`config.mk`:
```
export PLATFORM = sky130hd
export DESIGN_NAME = fws_ctrl
export DESIGN_NICKNAME = d
export VERILOG_FILES = /design/src/common/fws_pkg.sv /design/src/logic/fws_bus_cycle.sv /design/src/logic/fws_ctrl.sv
export VERILOG_INCLUDE_DIRS = /design/src /design/src/common
export SDC_FILE = /design/constraint.sdc
export NUM_CORES = 1
export LEC_CHECK = 0
export BUFFER_PORTS_ARGS = -buffer_cell sky130_fd_sc_hd__buf_2
export CORE_MARGIN = 3
export CORE_UTILIZATION = 35
export DETAILED_ROUTE_END_ITERATION = 6
export PLACE_DENSITY = 0.61
export SETUP_SLACK_MARGIN = 0.15
export SYNTH_ARGS = -nofsm -noshare
export SYNTH_HDL_FRONTEND = slang
export SYNTH_HIERARCHICAL = 1
export SYNTH_SLANG_ARGS = --single-unit
export TNS_END_PERCENT = 30
```
`constraint.sdc`:
```
create_clock -name clk_i -period 2.3 [get_ports clk_i]
set_clock_uncertainty 0.2 [all_clocks]
set_input_delay 0 -clock clk_i [delete_from_list [all_inputs] [get_ports clk_i]]
set_output_delay 0 -clock clk_i [all_outputs]
set_load 0.03 [all_outputs]
```
`src/common/fws_cfg.svh`:
```
// constants for the flash status-polling controller
`ifndef FWS_CFG_SVH
`define FWS_CFG_SVH
`define FWS_ADR_CTRL     2'h0
`define FWS_ADR_ADDR     2'h1
`define FWS_ADR_STAT     2'h2
`define FWS_ADR_MASK     2'h3
`define FWS_CTRL_POLL    0
`define FWS_CTRL_RST     1
`define FWS_CTRL_ERSW    2
`define FWS_BIT_EWIN     3
`define FWS_BIT_TLIM     5
`define FWS_BIT_MTOG     6
`define FWS_BIT_DPOL     7
`define FWS_BIT_STOG     2
`define FWS_RST_CMD      16'h00F0
`define FWS_RD_CYC       4'h6
`define FWS_WR_CYC       4'h6
`define FWS_GAP_CYC      4'h2
`define FWS_EV_DONE      0
`define FWS_EV_FAIL      1
`define FWS_EV_REJ       2
`endif

```
`src/common/fws_pkg.sv`:
```
// types for the flash status-polling controller
package fws_pkg;
   typedef enum logic [3:0] {
      FWS_IDLE, FWS_RD1, FWS_RD2, FWS_CHK, FWS_RD3, FWS_RD4, FWS_CHK2,
      FWS_RST, FWS_EW1, FWS_EW2, FWS_EW3, FWS_EWCHK
   } fws_state_t;
endpackage : fws_pkg

```
`src/logic/fws_bus_cycle.sv`:
```
// single flash bus cycle engine: read or write with strobe timing
`include "fws_cfg.svh"
module fws_bus_cycle #(
   parameter int AW = 23,
   parameter int DW = 16
) (
   input  wire logic          clk_i,
   input  wire logic          rst_i,
   input  wire logic          start_i,
   input  wire logic          we_i,
   input  wire logic [AW-1:0] addr_i,
   input  wire logic [DW-1:0] wdata_i,
   input  wire logic [DW-1:0] fl_dq_i,
   output logic               busy_o,
   output logic               done_o,
   output logic [DW-1:0]      rdata_o,
   output logic [AW-1:0]      fl_addr_o,
   output logic [DW-1:0]      fl_dq_o,
   output logic               fl_dq_oe_o,
   output logic               fl_ce_n_o,
   output logic               fl_oe_n_o,
   output logic               fl_we_n_o
);
   typedef struct packed {
      logic          act;
      logic          we;
      logic [3:0]    cnt;
      logic          gap;
      logic          done;
      logic [DW-1:0] rdata;
      logic [AW-1:0] addr;
      logic [DW-1:0] wdata;
   } fws_cyc_t;
   fws_cyc_t s, next_s;
   // three-stage sampler on the data pins; second and third agree
   logic [DW-1:0] dq1, dq2, dq3;
   always_ff @(posedge clk_i) begin
      dq1 <= fl_dq_i;
      dq2 <= dq1;
      dq3 <= dq2;
   end
   always_comb begin
      next_s = s;
      next_s.done = 1'b0;
      if (s.act) begin
         if (s.cnt != 4'h0) begin
            next_s.cnt = s.cnt - 4'h1;
         end else begin
            // gap keeps each read a distinct strobe so the toggle advances
            if (!s.we && dq2 == dq3) next_s.rdata = dq3;
            next_s.act = 1'b0;
            next_s.gap = 1'b1;
            next_s.cnt = `FWS_GAP_CYC;
            next_s.done = 1'b1;
         end
      end else if (s.gap) begin
         if (s.cnt != 4'h0) next_s.cnt = s.cnt - 4'h1;
         else next_s.gap = 1'b0;
      end else if (start_i) begin
         next_s.act = 1'b1;
         next_s.we = we_i;
         next_s.addr = addr_i;
         next_s.wdata = wdata_i;
         next_s.cnt = we_i ? `FWS_WR_CYC : `FWS_RD_CYC;
      end
   end
   always_ff @(posedge clk_i) begin
      if (rst_i) s <= '0;
      else s <= next_s;
   end
   assign busy_o = s.act | s.gap;
   assign done_o = s.done;
   assign rdata_o = s.rdata;
   assign fl_addr_o = s.addr;
   assign fl_dq_o = s.wdata;
   assign fl_dq_oe_o = s.act & s.we;
   assign fl_ce_n_o = ~s.act;
   assign fl_oe_n_o = ~(s.act & ~s.we);
   assign fl_we_n_o = ~(s.act & s.we & (s.cnt != 4'h0));
endmodule : fws_bus_cycle

```
`src/logic/fws_ctrl.sv`:
```
// host controller that polls flash write-operation status over wishbone orders
// Behaviour
// RULE1: device toggle valid after final write strobe
// RULE2: device inverts sector toggle per erasing-sector read
// RULE3: combine sector and mode toggle flags
// RULE4: two back-to-back reads, compare toggle values
// RULE5: equal toggles means done, array readable
// RULE6: timing limit set: retest, else fail, reset
// RULE7: resume polling from the initial double read
// RULE8: device raises timing limit flag on overrun
// RULE9: device halts when programming one over zero
// RULE10: after timing-limit failure write reset command
// RULE11: erase window flag zero during acceptance time-out
// RULE12: skip window check if erases closely spaced
// RULE13: device ignores commands once window flag high
// RULE14: check window flag before and after erase
// RULE15: present valid address for status reads
// RULE16: status reads address the busy bank
// RULE17: device data-polling flag zero during erase
// RULE18: device mode toggle inverts during operation
// RULE19: device erase status pattern and busy low
`include "fws_cfg.svh"
module fws_ctrl #(
   parameter int AW = 23,
   parameter int DW = 16
) (
   input  wire logic          clk_i,
   input  wire logic          rst_i,
   input  wire logic          wb_cyc_i,
   input  wire logic          wb_stb_i,
   input  wire logic          wb_we_i,
   input  wire logic [3:0]    wb_adr_i,
   input  wire logic [3:0]    wb_sel_i,
   input  wire logic [31:0]   wb_dat_i,
   output logic [31:0]        wb_dat_o,
   output logic               wb_ack_o,
   output logic               irq_o,
   input  wire logic [DW-1:0] fl_dq_i,
   output logic [DW-1:0]      fl_dq_o,
   output logic               fl_dq_oe_o,
   output logic [AW-1:0]      fl_addr_o,
   output logic               fl_ce_n_o,
   output logic               fl_oe_n_o,
   output logic               fl_we_n_o,
   input  wire logic          ready_busy_in_i
);
   typedef struct packed {
      fws_pkg::fws_state_t st;
      logic [AW-1:0]       addr;
      logic [DW-1:0]       first;
      logic [DW-1:0]       last;
      logic                tlim_seen;
      logic                ewin_pre;
      logic                sector_erasing;
      logic                mode_active;
      logic                ack;
      logic [2:0]          stat;
      logic [2:0]          mask;
      logic                busy_flag;
      logic [31:0]         rdat;
   } fws_ctl_t;
   fws_ctl_t s, next_s;

   logic          cyc_start;
   logic          cyc_we;
   logic [DW-1:0] cyc_wdata;
   logic          cyc_busy;
   logic          cyc_done;
   logic [DW-1:0] cyc_rdata;
   logic          wb_req;
   logic [2:0]    ev;
   logic          rb1, rb2, rb3;
   logic [31:0]   rd_mux;

   fws_bus_cycle #(
      .AW (AW),
      .DW (DW)
   ) u_cyc (
      .clk_i      (clk_i),
      .rst_i      (rst_i),
      .start_i    (cyc_start),
      .we_i       (cyc_we),
      .addr_i     (s.addr),
      .wdata_i    (cyc_wdata),
      .fl_dq_i    (fl_dq_i),
      .busy_o     (cyc_busy),
      .done_o     (cyc_done),
      .rdata_o    (cyc_rdata),
      .fl_addr_o  (fl_addr_o),
      .fl_dq_o    (fl_dq_o),
      .fl_dq_oe_o (fl_dq_oe_o),
      .fl_ce_n_o  (fl_ce_n_o),
      .fl_oe_n_o  (fl_oe_n_o),
      .fl_we_n_o  (fl_we_n_o)
   );

   // ready/busy pin is asynchronous: three stages, second and third agree
   always_ff @(posedge clk_i) begin
      rb1 <= ready_busy_in_i;
      rb2 <= rb1;
      rb3 <= rb2;
   end

   assign wb_req = wb_cyc_i & wb_stb_i & ~s.ack;

   always_comb begin
      cyc_start = 1'b0;
      cyc_we = 1'b0;
      cyc_wdata = '0;
      case (s.st)
         fws_pkg::FWS_RD1, fws_pkg::FWS_RD2, fws_pkg::FWS_RD3, fws_pkg::FWS_RD4,
         fws_pkg::FWS_EW1, fws_pkg::FWS_EW3: begin
            cyc_start = ~cyc_busy;
         end
         fws_pkg::FWS_RST: begin
            cyc_start = ~cyc_busy;
            cyc_we = 1'b1;
            cyc_wdata = `FWS_RST_CMD; // [RULE10]
         end
         fws_pkg::FWS_EW2: begin
            cyc_start = ~cyc_busy;
            cyc_we = 1'b1;
            cyc_wdata = s.first;
         end
         default: begin
            cyc_start = 1'b0;
         end
      endcase
   end

   always_comb begin
      next_s = s;
      ev = 3'h0;
      next_s.ack = wb_req;
      if (wb_req && !wb_we_i) next_s.rdat = rd_mux;
      if (rb2 == rb3) next_s.busy_flag = ~rb3;
      case (s.st)
         fws_pkg::FWS_IDLE: begin
            if (wb_req && wb_we_i && wb_adr_i[3:2] == `FWS_ADR_CTRL && wb_sel_i[0]) begin
               // every poll start begins with the double read, including resumes [RULE7]
               if (wb_dat_i[`FWS_CTRL_POLL]) next_s.st = fws_pkg::FWS_RD1;
               else if (wb_dat_i[`FWS_CTRL_RST]) next_s.st = fws_pkg::FWS_RST;
               // window check is optional when added erases come close together [RULE12]
               else if (wb_dat_i[`FWS_CTRL_ERSW]) next_s.st = fws_pkg::FWS_EW1;
            end
         end
         fws_pkg::FWS_RD1: begin
            if (cyc_done) begin
               next_s.first = cyc_rdata; // [RULE4]
               next_s.st = fws_pkg::FWS_RD2;
            end
         end
         fws_pkg::FWS_RD2: begin
            if (cyc_done) begin
               next_s.last = cyc_rdata;
               next_s.st = fws_pkg::FWS_CHK;
            end
         end
         fws_pkg::FWS_CHK: begin
            // both toggles read together give sector and mode [RULE3]
            next_s.sector_erasing = s.first[`FWS_BIT_STOG] ^ s.last[`FWS_BIT_STOG];
            next_s.mode_active = s.first[`FWS_BIT_MTOG] ^ s.last[`FWS_BIT_MTOG];
            if (s.first[`FWS_BIT_MTOG] == s.last[`FWS_BIT_MTOG]) begin
               ev[`FWS_EV_DONE] = 1'b1; // [RULE5]
               next_s.st = fws_pkg::FWS_IDLE;
            end else if (s.last[`FWS_BIT_TLIM]) begin
               // stays set until reset so software may look at it late
               next_s.tlim_seen = 1'b1;
               next_s.st = fws_pkg::FWS_RD3; // [RULE6]
            end else begin
               next_s.st = fws_pkg::FWS_IDLE; // software may repoll later
            end
         end
         fws_pkg::FWS_RD3: begin
            if (cyc_done) begin
               next_s.first = cyc_rdata;
               next_s.st = fws_pkg::FWS_RD4;
            end
         end
         fws_pkg::FWS_RD4: begin
            if (cyc_done) begin
               next_s.last = cyc_rdata;
               next_s.st = fws_pkg::FWS_CHK2;
            end
         end
         fws_pkg::FWS_CHK2: begin
            if (s.first[`FWS_BIT_MTOG] == s.last[`FWS_BIT_MTOG]) begin
               ev[`FWS_EV_DONE] = 1'b1; // [RULE6]
               next_s.st = fws_pkg::FWS_IDLE;
            end else begin
               ev[`FWS_EV_FAIL] = 1'b1; // [RULE6]
               next_s.st = fws_pkg::FWS_RST; // [RULE10]
            end
         end
         fws_pkg::FWS_RST: begin
            if (cyc_done) next_s.st = fws_pkg::FWS_IDLE;
         end
         fws_pkg::FWS_EW1: begin
            if (cyc_done) begin
               next_s.ewin_pre = cyc_rdata[`FWS_BIT_EWIN]; // [RULE14]
               next_s.st = fws_pkg::FWS_EW2;
            end
         end
         fws_pkg::FWS_EW2: begin
            if (cyc_done) next_s.st = fws_pkg::FWS_EW3;
         end
         fws_pkg::FWS_EW3: begin
            if (cyc_done) begin
               next_s.last = cyc_rdata;
               next_s.st = fws_pkg::FWS_EWCHK;
            end
         end
         fws_pkg::FWS_EWCHK: begin
            // high afterwards: the added sector may have been refused [RULE14]
            if (s.ewin_pre || s.last[`FWS_BIT_EWIN]) ev[`FWS_EV_REJ] = 1'b1;
            next_s.st = fws_pkg::FWS_IDLE;
         end
         default: begin
            next_s.st = fws_pkg::FWS_IDLE;
         end
      endcase
      if (wb_req && wb_we_i) begin
         if (wb_adr_i[3:2] == `FWS_ADR_ADDR && s.st == fws_pkg::FWS_IDLE) begin
            // address chosen by software must be in the busy bank [RULE15] [RULE16]
            next_s.addr = wb_dat_i[AW-1:0];
         end
         if (wb_adr_i[3:2] == `FWS_ADR_CTRL && s.st == fws_pkg::FWS_IDLE) begin
            next_s.first = wb_dat_i[DW+15:16];
         end
         if (wb_adr_i[3:2] == `FWS_ADR_MASK && wb_sel_i[0]) next_s.mask = wb_dat_i[2:0];
         if (wb_adr_i[3:2] == `FWS_ADR_STAT && wb_sel_i[0]) begin
            next_s.stat = s.stat & ~wb_dat_i[2:0];
         end
      end
      // new events win over a clear in the same cycle
      next_s.stat = next_s.stat | ev;
   end

   always_ff @(posedge clk_i) begin
      if (rst_i) s <= '0;
      else s <= next_s;
   end

   // read data is registered at the taking edge so it stands while ack is high
   always_comb begin
      rd_mux = 32'h0;
      case (wb_adr_i[3:2])
         `FWS_ADR_CTRL: rd_mux = {16'h0, 8'h0, s.busy_flag, s.tlim_seen, s.mode_active,
                                  s.sector_erasing, s.st};
         `FWS_ADR_ADDR: rd_mux = {{(32-AW){1'b0}}, s.addr};
         `FWS_ADR_STAT: rd_mux = {{(32-DW){1'b0}}, s.last} & 32'h0000FFFF |
                                 {13'h0, s.stat, 16'h0};
         `FWS_ADR_MASK: rd_mux = {29'h0, s.mask};
         default: rd_mux = 32'h0;
      endcase
   end
   assign wb_dat_o = s.rdat;
   assign wb_ack_o = s.ack;
   assign irq_o = |(s.stat & s.mask);

   property p_double_read;
      @(posedge clk_i) disable iff (rst_i)
         s.st == fws_pkg::FWS_RD1 && cyc_done |=> s.st == fws_pkg::FWS_RD2;
   endproperty
   a_double_read: assert property (p_double_read) else $error("no second read"); // [RULE4]
   property p_done;
      @(posedge clk_i) disable iff (rst_i)
         s.st == fws_pkg::FWS_CHK && s.first[`FWS_BIT_MTOG] == s.last[`FWS_BIT_MTOG]
         |=> s.stat[`FWS_EV_DONE];
   endproperty
   a_done: assert property (p_done) else $error("done not flagged"); // [RULE5]
   property p_fail;
      @(posedge clk_i) disable iff (rst_i)
         s.st == fws_pkg::FWS_CHK2 && s.first[`FWS_BIT_MTOG] != s.last[`FWS_BIT_MTOG]
         |=> s.stat[`FWS_EV_FAIL] && s.st == fws_pkg::FWS_RST;
   endproperty
   a_fail: assert property (p_fail) else $error("fail not handled"); // [RULE6]
   property p_retest;
      @(posedge clk_i) disable iff (rst_i)
         s.st == fws_pkg::FWS_CHK && s.first[`FWS_BIT_MTOG] != s.last[`FWS_BIT_MTOG]
         && s.last[`FWS_BIT_TLIM] |=> s.st == fws_pkg::FWS_RD3;
   endproperty
   a_retest: assert property (p_retest) else $error("no retest"); // [RULE6]
   property p_rst_cmd;
      @(posedge clk_i) disable iff (rst_i)
         s.st == fws_pkg::FWS_RST && cyc_start |-> cyc_we && cyc_wdata == `FWS_RST_CMD;
   endproperty
   a_rst_cmd: assert property (p_rst_cmd) else $error("bad reset cmd"); // [RULE10]
   property p_resume;
      @(posedge clk_i) disable iff (rst_i)
         $past(s.st) == fws_pkg::FWS_IDLE && s.st != fws_pkg::FWS_IDLE
         |-> s.st inside {fws_pkg::FWS_RD1, fws_pkg::FWS_RST, fws_pkg::FWS_EW1};
   endproperty
   a_resume: assert property (p_resume) else $error("bad restart"); // [RULE7]
   property p_reject;
      @(posedge clk_i) disable iff (rst_i)
         s.st == fws_pkg::FWS_EWCHK && s.last[`FWS_BIT_EWIN] |=> s.stat[`FWS_EV_REJ];
   endproperty
   a_reject: assert property (p_reject) else $error("reject missed"); // [RULE14]
   property p_addr_hold;
      @(posedge clk_i) disable iff (rst_i)
         s.st != fws_pkg::FWS_IDLE |=> $stable(s.addr);
   endproperty
   a_addr_hold: assert property (p_addr_hold) else $error("addr moved"); // [RULE15]
   property p_irq;
      @(posedge clk_i) disable iff (rst_i)
         |(s.stat & s.mask) |-> irq_o;
   endproperty
   a_irq: assert property (p_irq) else $error("irq low");
   c_done: cover property (@(posedge clk_i) s.st == fws_pkg::FWS_CHK ##1 s.stat[0]);
   c_fail: cover property (@(posedge clk_i) s.st == fws_pkg::FWS_CHK2 ##1 s.stat[1]);
   c_ersw: cover property (@(posedge clk_i) s.st == fws_pkg::FWS_EWCHK);
   c_retest: cover property (@(posedge clk_i)
      s.st == fws_pkg::FWS_CHK ##1 s.st == fws_pkg::FWS_RD3);
   c_quiet: cover property (@(posedge clk_i) s.mode_active && s.st == fws_pkg::FWS_IDLE);
   property p_quiet;
      @(posedge clk_i) disable iff (rst_i)
         s.st == fws_pkg::FWS_CHK && s.first[`FWS_BIT_MTOG] != s.last[`FWS_BIT_MTOG]
         && !s.last[`FWS_BIT_TLIM] |-> ev == 3'h0 ##1 s.st == fws_pkg::FWS_IDLE;
   endproperty
   a_quiet: assert property (p_quiet) else $error("busy without limit not idle"); // [RULE7]
   property p_flags;
      @(posedge clk_i) disable iff (rst_i)
         s.st == fws_pkg::FWS_CHK
         |=> s.sector_erasing == (s.first[`FWS_BIT_STOG] ^ s.last[`FWS_BIT_STOG])
         && s.mode_active == (s.first[`FWS_BIT_MTOG] ^ s.last[`FWS_BIT_MTOG]);
   endproperty
   a_flags: assert property (p_flags) else $error("toggle flags wrong"); // [RULE3]
   property p_ew_cmd;
      @(posedge clk_i) disable iff (rst_i)
         s.st == fws_pkg::FWS_EW2 && cyc_start |-> cyc_we && cyc_wdata == s.first;
   endproperty
   a_ew_cmd: assert property (p_ew_cmd) else $error("no command between checks"); // [RULE14]
   property p_addr_out;
      @(posedge clk_i) disable iff (rst_i)
         cyc_start |=> fl_addr_o == s.addr && !fl_ce_n_o;
   endproperty
   a_addr_out: assert property (p_addr_out) else $error("bad address"); // [RULE15] [RULE16]
   property p_ack_pulse;
      @(posedge clk_i) disable iff (rst_i)
         s.ack |=> !s.ack;
   endproperty
   a_ack_pulse: assert property (p_ack_pulse) else $error("ack held");
endmodule : fws_ctrl

```
==> results of run 1 <==
-- state kept, by name, summed over array words and instances (netlist names) --
register         flops
u_cyc/dq1           16
u_cyc/dq2           16
wb_ack_o             1
u_cyc/dq3           16
u_cyc/fl_addr_o     23
rb1                  1
u_cyc/s              7
wb_dat_o            23
rb2                  1
u_cyc/done_o         1
u_cyc/rdata_o       16
u_cyc/fl_dq_o       16
s                   70
rb3                  1
-- worst reg2reg max path: cells and delay by family, from the launching register on --
| kind | cells | cell delay, ns |
|---|---|---|
| AO/OA/AOI/OAI | 1 | 0.06 |
| AND/OR/NAND/NOR | 5 | 1.03 |
| buffers and inverters | 1 | 0.20 |
| flip-flops | 1 | 0.39 |
-- worst max-delay path by stage --
stage	from	to	slack (ns)
finish	u_cyc/s[57]	fl_we_n_o	0.19
global route	u_cyc/s[57]	fl_we_n_o	0.11
CTS	s[99]	u_cyc/fl_dq_o[0]	0.15
detailed placement	s[99]	u_cyc/fl_dq_o[11]	0.17
global placement	s[99]	u_cyc/fl_dq_o[0]	0.21
floorplan	s[99]	u_cyc/fl_addr_o[0]	0.31
-- power groups by stage --
stage          clock network (mW)  registers (mW)  logic, mW
2_1_floorplan                   0            3.91       1.33
5_1_grt                      4.18            3.91       2.38
6_report                     3.93            3.89       2.19
4_1_cts                      4.03            3.89       1.97
3_3_place_gp                    0            3.96       1.84
3_5_place_dp                    0            3.96       1.85
-- metal layers --
metal | wire length [um] | vias to the layer above | part of all wire (%) | track usage, %
met5 | 0 | - | 0 | 0
met4 | 429 | 0 | 2.0 | 3.79
met3 | 1180 | 33 | 5.5 | 3.33
met2 | 10300 | 158 | 48 | 27.3
met1 | 9680 | 3051 | 45 | 20.6
li1 | - | 3298 | - | -
-- synth_stat cells (5+ instances only) --
| cell type | instances |
|---|---|
| nand4_1 | 5 |
| mux2i_1 | 44 |
| buf_4 | 90 |
| o21ai_0 | 18 |
| nand2b_1 | 7 |
| dfxtp_1 | 208 |
| clkbuf_1 | 41 |
| a211oi_1 | 23 |
| and3_1 | 15 |
| buf_2 | 14 |
| nor3_1 | 19 |
| a21oi_1 | 99 |
| xor2_1 | 10 |
| a221oi_1 | 12 |
| nor2b_1 | 8 |
| xnor2_1 | 9 |
| nand2_1 | 144 |
| nor2_1 | 76 |
| nand3_1 | 23 |
| inv_1 | 8 |
| nand3b_1 | 5 |
-- area by class of cell --
class                   count  area [sq um]  area share [%]
inverters                   8          30.0           0.289
clock inverters             9           133            1.28
flip-flops and latches    208          4170            40.1
diodes                      3          7.51          0.0723
repair buffers            225          1640            15.8
well taps                 319           399            3.85
multi-input cells         574          3310            31.9
clock buffers              33           696            6.70
-- logic make-up after synthesis --
family                     share of synthesized area (%)
adders and majority gates                          0.149
xor gates and xnor gates                            1.98
buffers and inverters                               11.7
other                                             0.0446
AOI/OAI and AO/OA                                   11.8
DFF                                                 49.5
muxes                                               6.39
and+or+nand+nor                                     18.4
-- through the flow --
step	util (%)	worst slack (ns)	instance area, sq um
after global routing	44.1	0.113	10400
after global placement	37.1	0.208	8740
after floorplan	-	0.308	8440
after CTS	43.8	0.153	10300
after detailed placement	37.1	0.172	8740
final	44.1	0.195	10400
-- repair_timing --
| item | CTS | global route |
|---|---|---|
| cloned | 0 | 1 |
| endpoints found under the hold margin | 152 | 0 |
| endpoints found under the setup margin | 1 | 66 |
| hold buffers | 74 | 0 |
| gates resized for setup | 1 | 10 |
==> flow_metrics.py, run 1 <==
metrics = {
    "global_routing": {
        "grt_usage_pct": 15.9,
        "overflow": 0,
        "grt_pass1_wl_um": 33600,
        "grt_pass1_vias": 6352,
        "antenna_found_initial": 3,
        "grt_max_degree": 68,
    },
    "placed_design": {
        "gp_congestion": 0.808,
        "place_inst": 1259,
        "port_buffers": 124,
        "place_hpwl_um": 14500,
    },
    "timing": {
        "tns_ns": 0,
        "min_period_over_period_pct": 91.5,
        "setup_viol": 0,
        "slew_headroom_pct": 54.1,
        "hold_violations": 0,
        "fmax_ghz": 0.475,
        "worst_pin_slew_ns": 0.686,
        "hold_slack_ns": 0.0820,
        "min_period_ns": 2.11,
        "drv_slew": 0,
        "grt_setup_unrepaired": "true",
    },
    "synth": {
        "synth_top_area_share_pct": 49.5,
        "syn_inst": 933,
        "postSynthAreaPerCell_sq_um": 9.02,
        "synth_area_leader_cell": "dfxtp_1",
        "synthTopCellsByArea": "dfxtp_1, buf_4, nand2_1",
        "ys_types": 57,
        "yosysWarnings": 6,
        "synthArstFlopShare_pct": 0,
        "synth_edf_count": 0,
        "yosysSeqAreaShare_pct": 49.5,
        "synth_area_sq_um": 8410,
        "ys_ff_latch": 208,
        "synthFlopType": "dfxtp_1",
    },
    "setup_path": {
        "reg2reg_depth": 7,
        "cpMaxStageDelayCell": "or3b_2",
        "max_stage_delay_ns": 0.52,
        "path_cells": "inv_1 > ha_1 > or3b_2 > nand2_1 > buf_2",
        "path_delay_family": "simple AND/OR/NAND/NOR gates",
        "critPathArrivalTime_ns": 1.91,
        "crit_fanout": 5,
        "worst_setup_path_end_kind": "output pin",
        "path_buf_inv": 2,
        "r2r_start": "s[100]",
        "path_depth": 5,
        "worstPathRequired_ns": 2.10,
        "start_kind": "register",
        "path_class": "register to output pin",
        "timing.rr.end": "u_cyc/fl_dq_o[9]",
        "rrSetupSlack_ns": 0.29,
    },
    "pwr": {
        "clkPwrFrac_pct": 39.3,
        "swShare_pct": 29.3,
        "pwr-share-seq_pct": 38.8,
        "power_mw": 10.0,
        "ir_drop_mv": 0.627,
        "power.switching_mw": 2.93,
        "combPwrFrac_pct": 21.9,
        "p_int_mw": 7.08,
        "p_per_area_nw_per_um2": 965,
        "p_leak_nw": 4.37,
    },
    "die": {
        "die_y_um": 161,
        "rows": 56,
        "fp.dieArea_sq_um": 25900,
        "die_w_um": 161,
        "io_pins": 139,
        "core_sq_um": 23500,
        "initial_core_util_pct": 35.7,
    },
    "flow_run": {
        "cap_violations": 0,
    },
    "routing": {
        "ant_nets": 0,
        "dr.first_iter.drc_count": 442,
        "via_count": 6540,
        "drc": 0,
        "totalWireLength_um": 21600,
        "dr.pass1.iters": 5,
        "wire_per_inst_um": 15.7,
        "via_per_inst": 4.74,
    },
    "cells_and_area": {
        "synthToLayoutAreaGrowth_pct": 23.3,
        "mostFrequentLayoutCells": "dfxtp_1, nand2_1, buf_2",
        "drive_above_1_share_pct": 20.1,
        "nFillCells": 2335,
        "final_cell_count_no_fill": 1379,
        "fin_nets": 1104,
        "final_common_cell": "dfxtp_1",
    },
    "run_status": {
        "status": "finished, final reports clean",
    },
    "clock_network": {
        "cts_buffer_depth": 3,
        "cts_made_buffers": 24,
        "clk_latency_ns": 0.51,
        "cts_tree": "built",
        "cts_setup_buffers": 0,
        "htreeDepth": 1,
        "clk_pin_slew_ns": 0.05,
        "cts.sinks": 208,
        "cts_root_buf": "clkbuf_16",
    },
    "min_path": {
        "holdPathEnd": "s[84]",
        "hold_depth": 4,
        "min_from": "wb_dat_i[8]",
        "hp-class": "input port to register",
    },
}
No activity file was read; power rests on OpenSTA's default activity.
==> run 2: changes to the inputs <==
- CTS_BUF_LIST: default -> sky130_fd_sc_hd__clkbuf_8
- PLACE_DENSITY: 0.61 -> 0.63
- clock period: 2.3 -> 1.8 ns (I/O delays scaled with it)
==> run 2 against run 1 <==
The run now ends with negative setup slack left. Wire length up 16%. Setup slack worse by 0.38 ns. Sequential cell count unchanged. First-iteration DRC count up 7.0%. Count of clock-buffer cells in the layout up 16. Global-route usage up 2.3 points. Die area unchanged. Design area up 17%. Combinational power rose to 3.1 times the previous value. Via count up 11%. Critical path depth up 1. Register-to-register slack worse by 0.47 ns. Largest power group is now combinational cells. Highest routed layer unchanged.
==> flow_metrics.py, run 2 (synthesis results as in run 1) <==
metrics = {
    "global_routing": {
        "grt_pass1_wl_um": 37900,
        "overflow": 0,
        "grt_usage_pct": 18.2,
        "antenna_found_initial": 2,
        "grt_pass1_vias": 7147,
        "grt_max_degree": 74,
    },
    "routing": {
        "totalWireLength_um": 25000,
        "dr.pass1.iters": 5,
        "ant_nets": 0,
        "via_count": 7291,
        "via_per_inst": 4.91,
        "drc": 0,
        "dr.first_iter.drc_count": 473,
        "wire_per_inst_um": 16.9,
    },
    "clock_network": {
        "clk_pin_slew_ns": 0.06,
        "cts.sinks": 208,
        "htreeDepth": 2,
        "cts_root_buf": "clkbuf_8",
        "cts_buffer_depth": 3,
        "cts_made_buffers": 36,
        "cts_tree": "built",
        "clk_latency_ns": 0.53,
    },
    "die": {
        "io_pins": 139,
        "die_y_um": 161,
        "rows": 56,
        "core_sq_um": 23500,
        "fp.dieArea_sq_um": 25900,
        "initial_core_util_pct": 35.7,
        "die_w_um": 161,
    },
    "min_path": {
        "hp-class": "input port to register",
    },
    "placed_design": {
        "dp_slack_ns": -0.115,
        "place_inst": 1295,
        "place_hpwl_um": 15000,
        "port_buffers": 124,
        "gp_congestion": 0.825,
    },
    "timing": {
        "setup_viol": 94,
        "fmax_ghz": 0.504,
        "hold_violations": 0,
        "min_period_over_period_pct": 110,
        "setup_slack_ns": -0.185,
        "grt_setup_unrepaired": "true",
        "min_period_ns": 1.98,
        "drv_slew": 0,
        "tns_ns": -8.68,
    },
    "setup_path": {
        "critPathArrivalTime_ns": 1.78,
        "worst_setup_path_end_kind": "output pin",
        "worstPathRequired_ns": 1.60,
        "crit_fanout": 2,
        "start_kind": "register",
        "rrSetupSlack_ns": -0.18,
        "path_class": "register to output pin",
    },
    "cells_and_area": {
        "multi_input_comb_area_sq_um": 3940,
        "nFillCells": 2095,
        "synthToLayoutAreaGrowth_pct": 43.8,
        "final_common_cell": "dfxtp_1",
        "largest_reg_flops": 70,
        "regMostFlops": "s",
        "fin_util_pct": 51.4,
        "final_cell_count_no_fill": 1484,
        "fin_nets": 1199,
        "mostFrequentLayoutCells": "dfxtp_1, buf_2, nand2_1",
        "regArea_sq_um": 4180,
        "drive_above_1_share_pct": 38.8,
    },
    "pwr": {
        "p_leak_nw": 5.19,
        "p_per_area_nw_per_um2": 1350,
        "ir_drop_mv": 0.693,
    },
    "run_status": {
        "violations": "negative setup slack",
        "status": "complete, but fails checks",
    },
    "flow_run": {
        "cap_violations": 0,
    },
}
-- run 2: critical path, stage by stage (launching register included) --
cell     delay [ns]
dfxtp_2        0.33
inv_2          0.08
ha_4           0.14
or3b_4         0.39
buf_6          0.13
nand2_2        0.06
buf_6          0.12
-- run 2: layer usage --
layer	GRT usage (%)	up-vias	share of wire [%]
met5	0	-	0
met4	6.49	0	3.2
met3	3.92	66	5.8
met2	31.1	225	49
met1	22.7	3486	42
li1	-	3514	-
-- run 2: metrics by stage --
stage                     hold WS, ns  area, sq um  total power [mW]
after floorplan                -0.172         8500              6.95
after global placement        -0.0974         9110              8.06
after detailed placement      -0.0964         9110              8.09
after CTS                      0.0504        11600              15.6
after global routing           0.0818        12100              16.9
final                          0.0773        12100              16.3
-- run 2: power breakdown --
part           switching (mW)  internal, mW
logic                    3.04          3.64
clock network            1.97          2.73
registers               0.164          4.81
-- run 2: repair_timing --
item                                    4_1_cts  5_1_grt
endpoints found under the setup margin      127      134
gates resized for setup                     139       99
pin swaps                                    48       41
cloned                                        9        4
hold buffers                                 75        0
endpoints found under the hold margin       174        0
buffers inserted                             29        5
-- run 2: final cells by class --
type | count | area share, %
Clock buffer | 49 | 5.57
Timing Repair Buffer | 308 | 22.7
Multi-Input combinational cell | 574 | 32.5
Clock inverter | 16 | 1.07
Inverter | 8 | 0.248
Antenna cell | 2 | 0.0414
Tap cell | 319 | 3.30
Sequential cell | 208 | 34.6
-- run 2: path summary, 6_finish.rpt --
kind / endpoint / cells past startpoint / from
hold / removal: s[89] / 4 / wb_dat_i[13]
setup / recovery: fl_we_n_o / 6 / u_cyc/s[57]
hold reg to reg: u_cyc/dq2[1] / 0 / u_cyc/dq1[1]
setup reg to reg: u_cyc/fl_addr_o[13] / 9 / s[101]
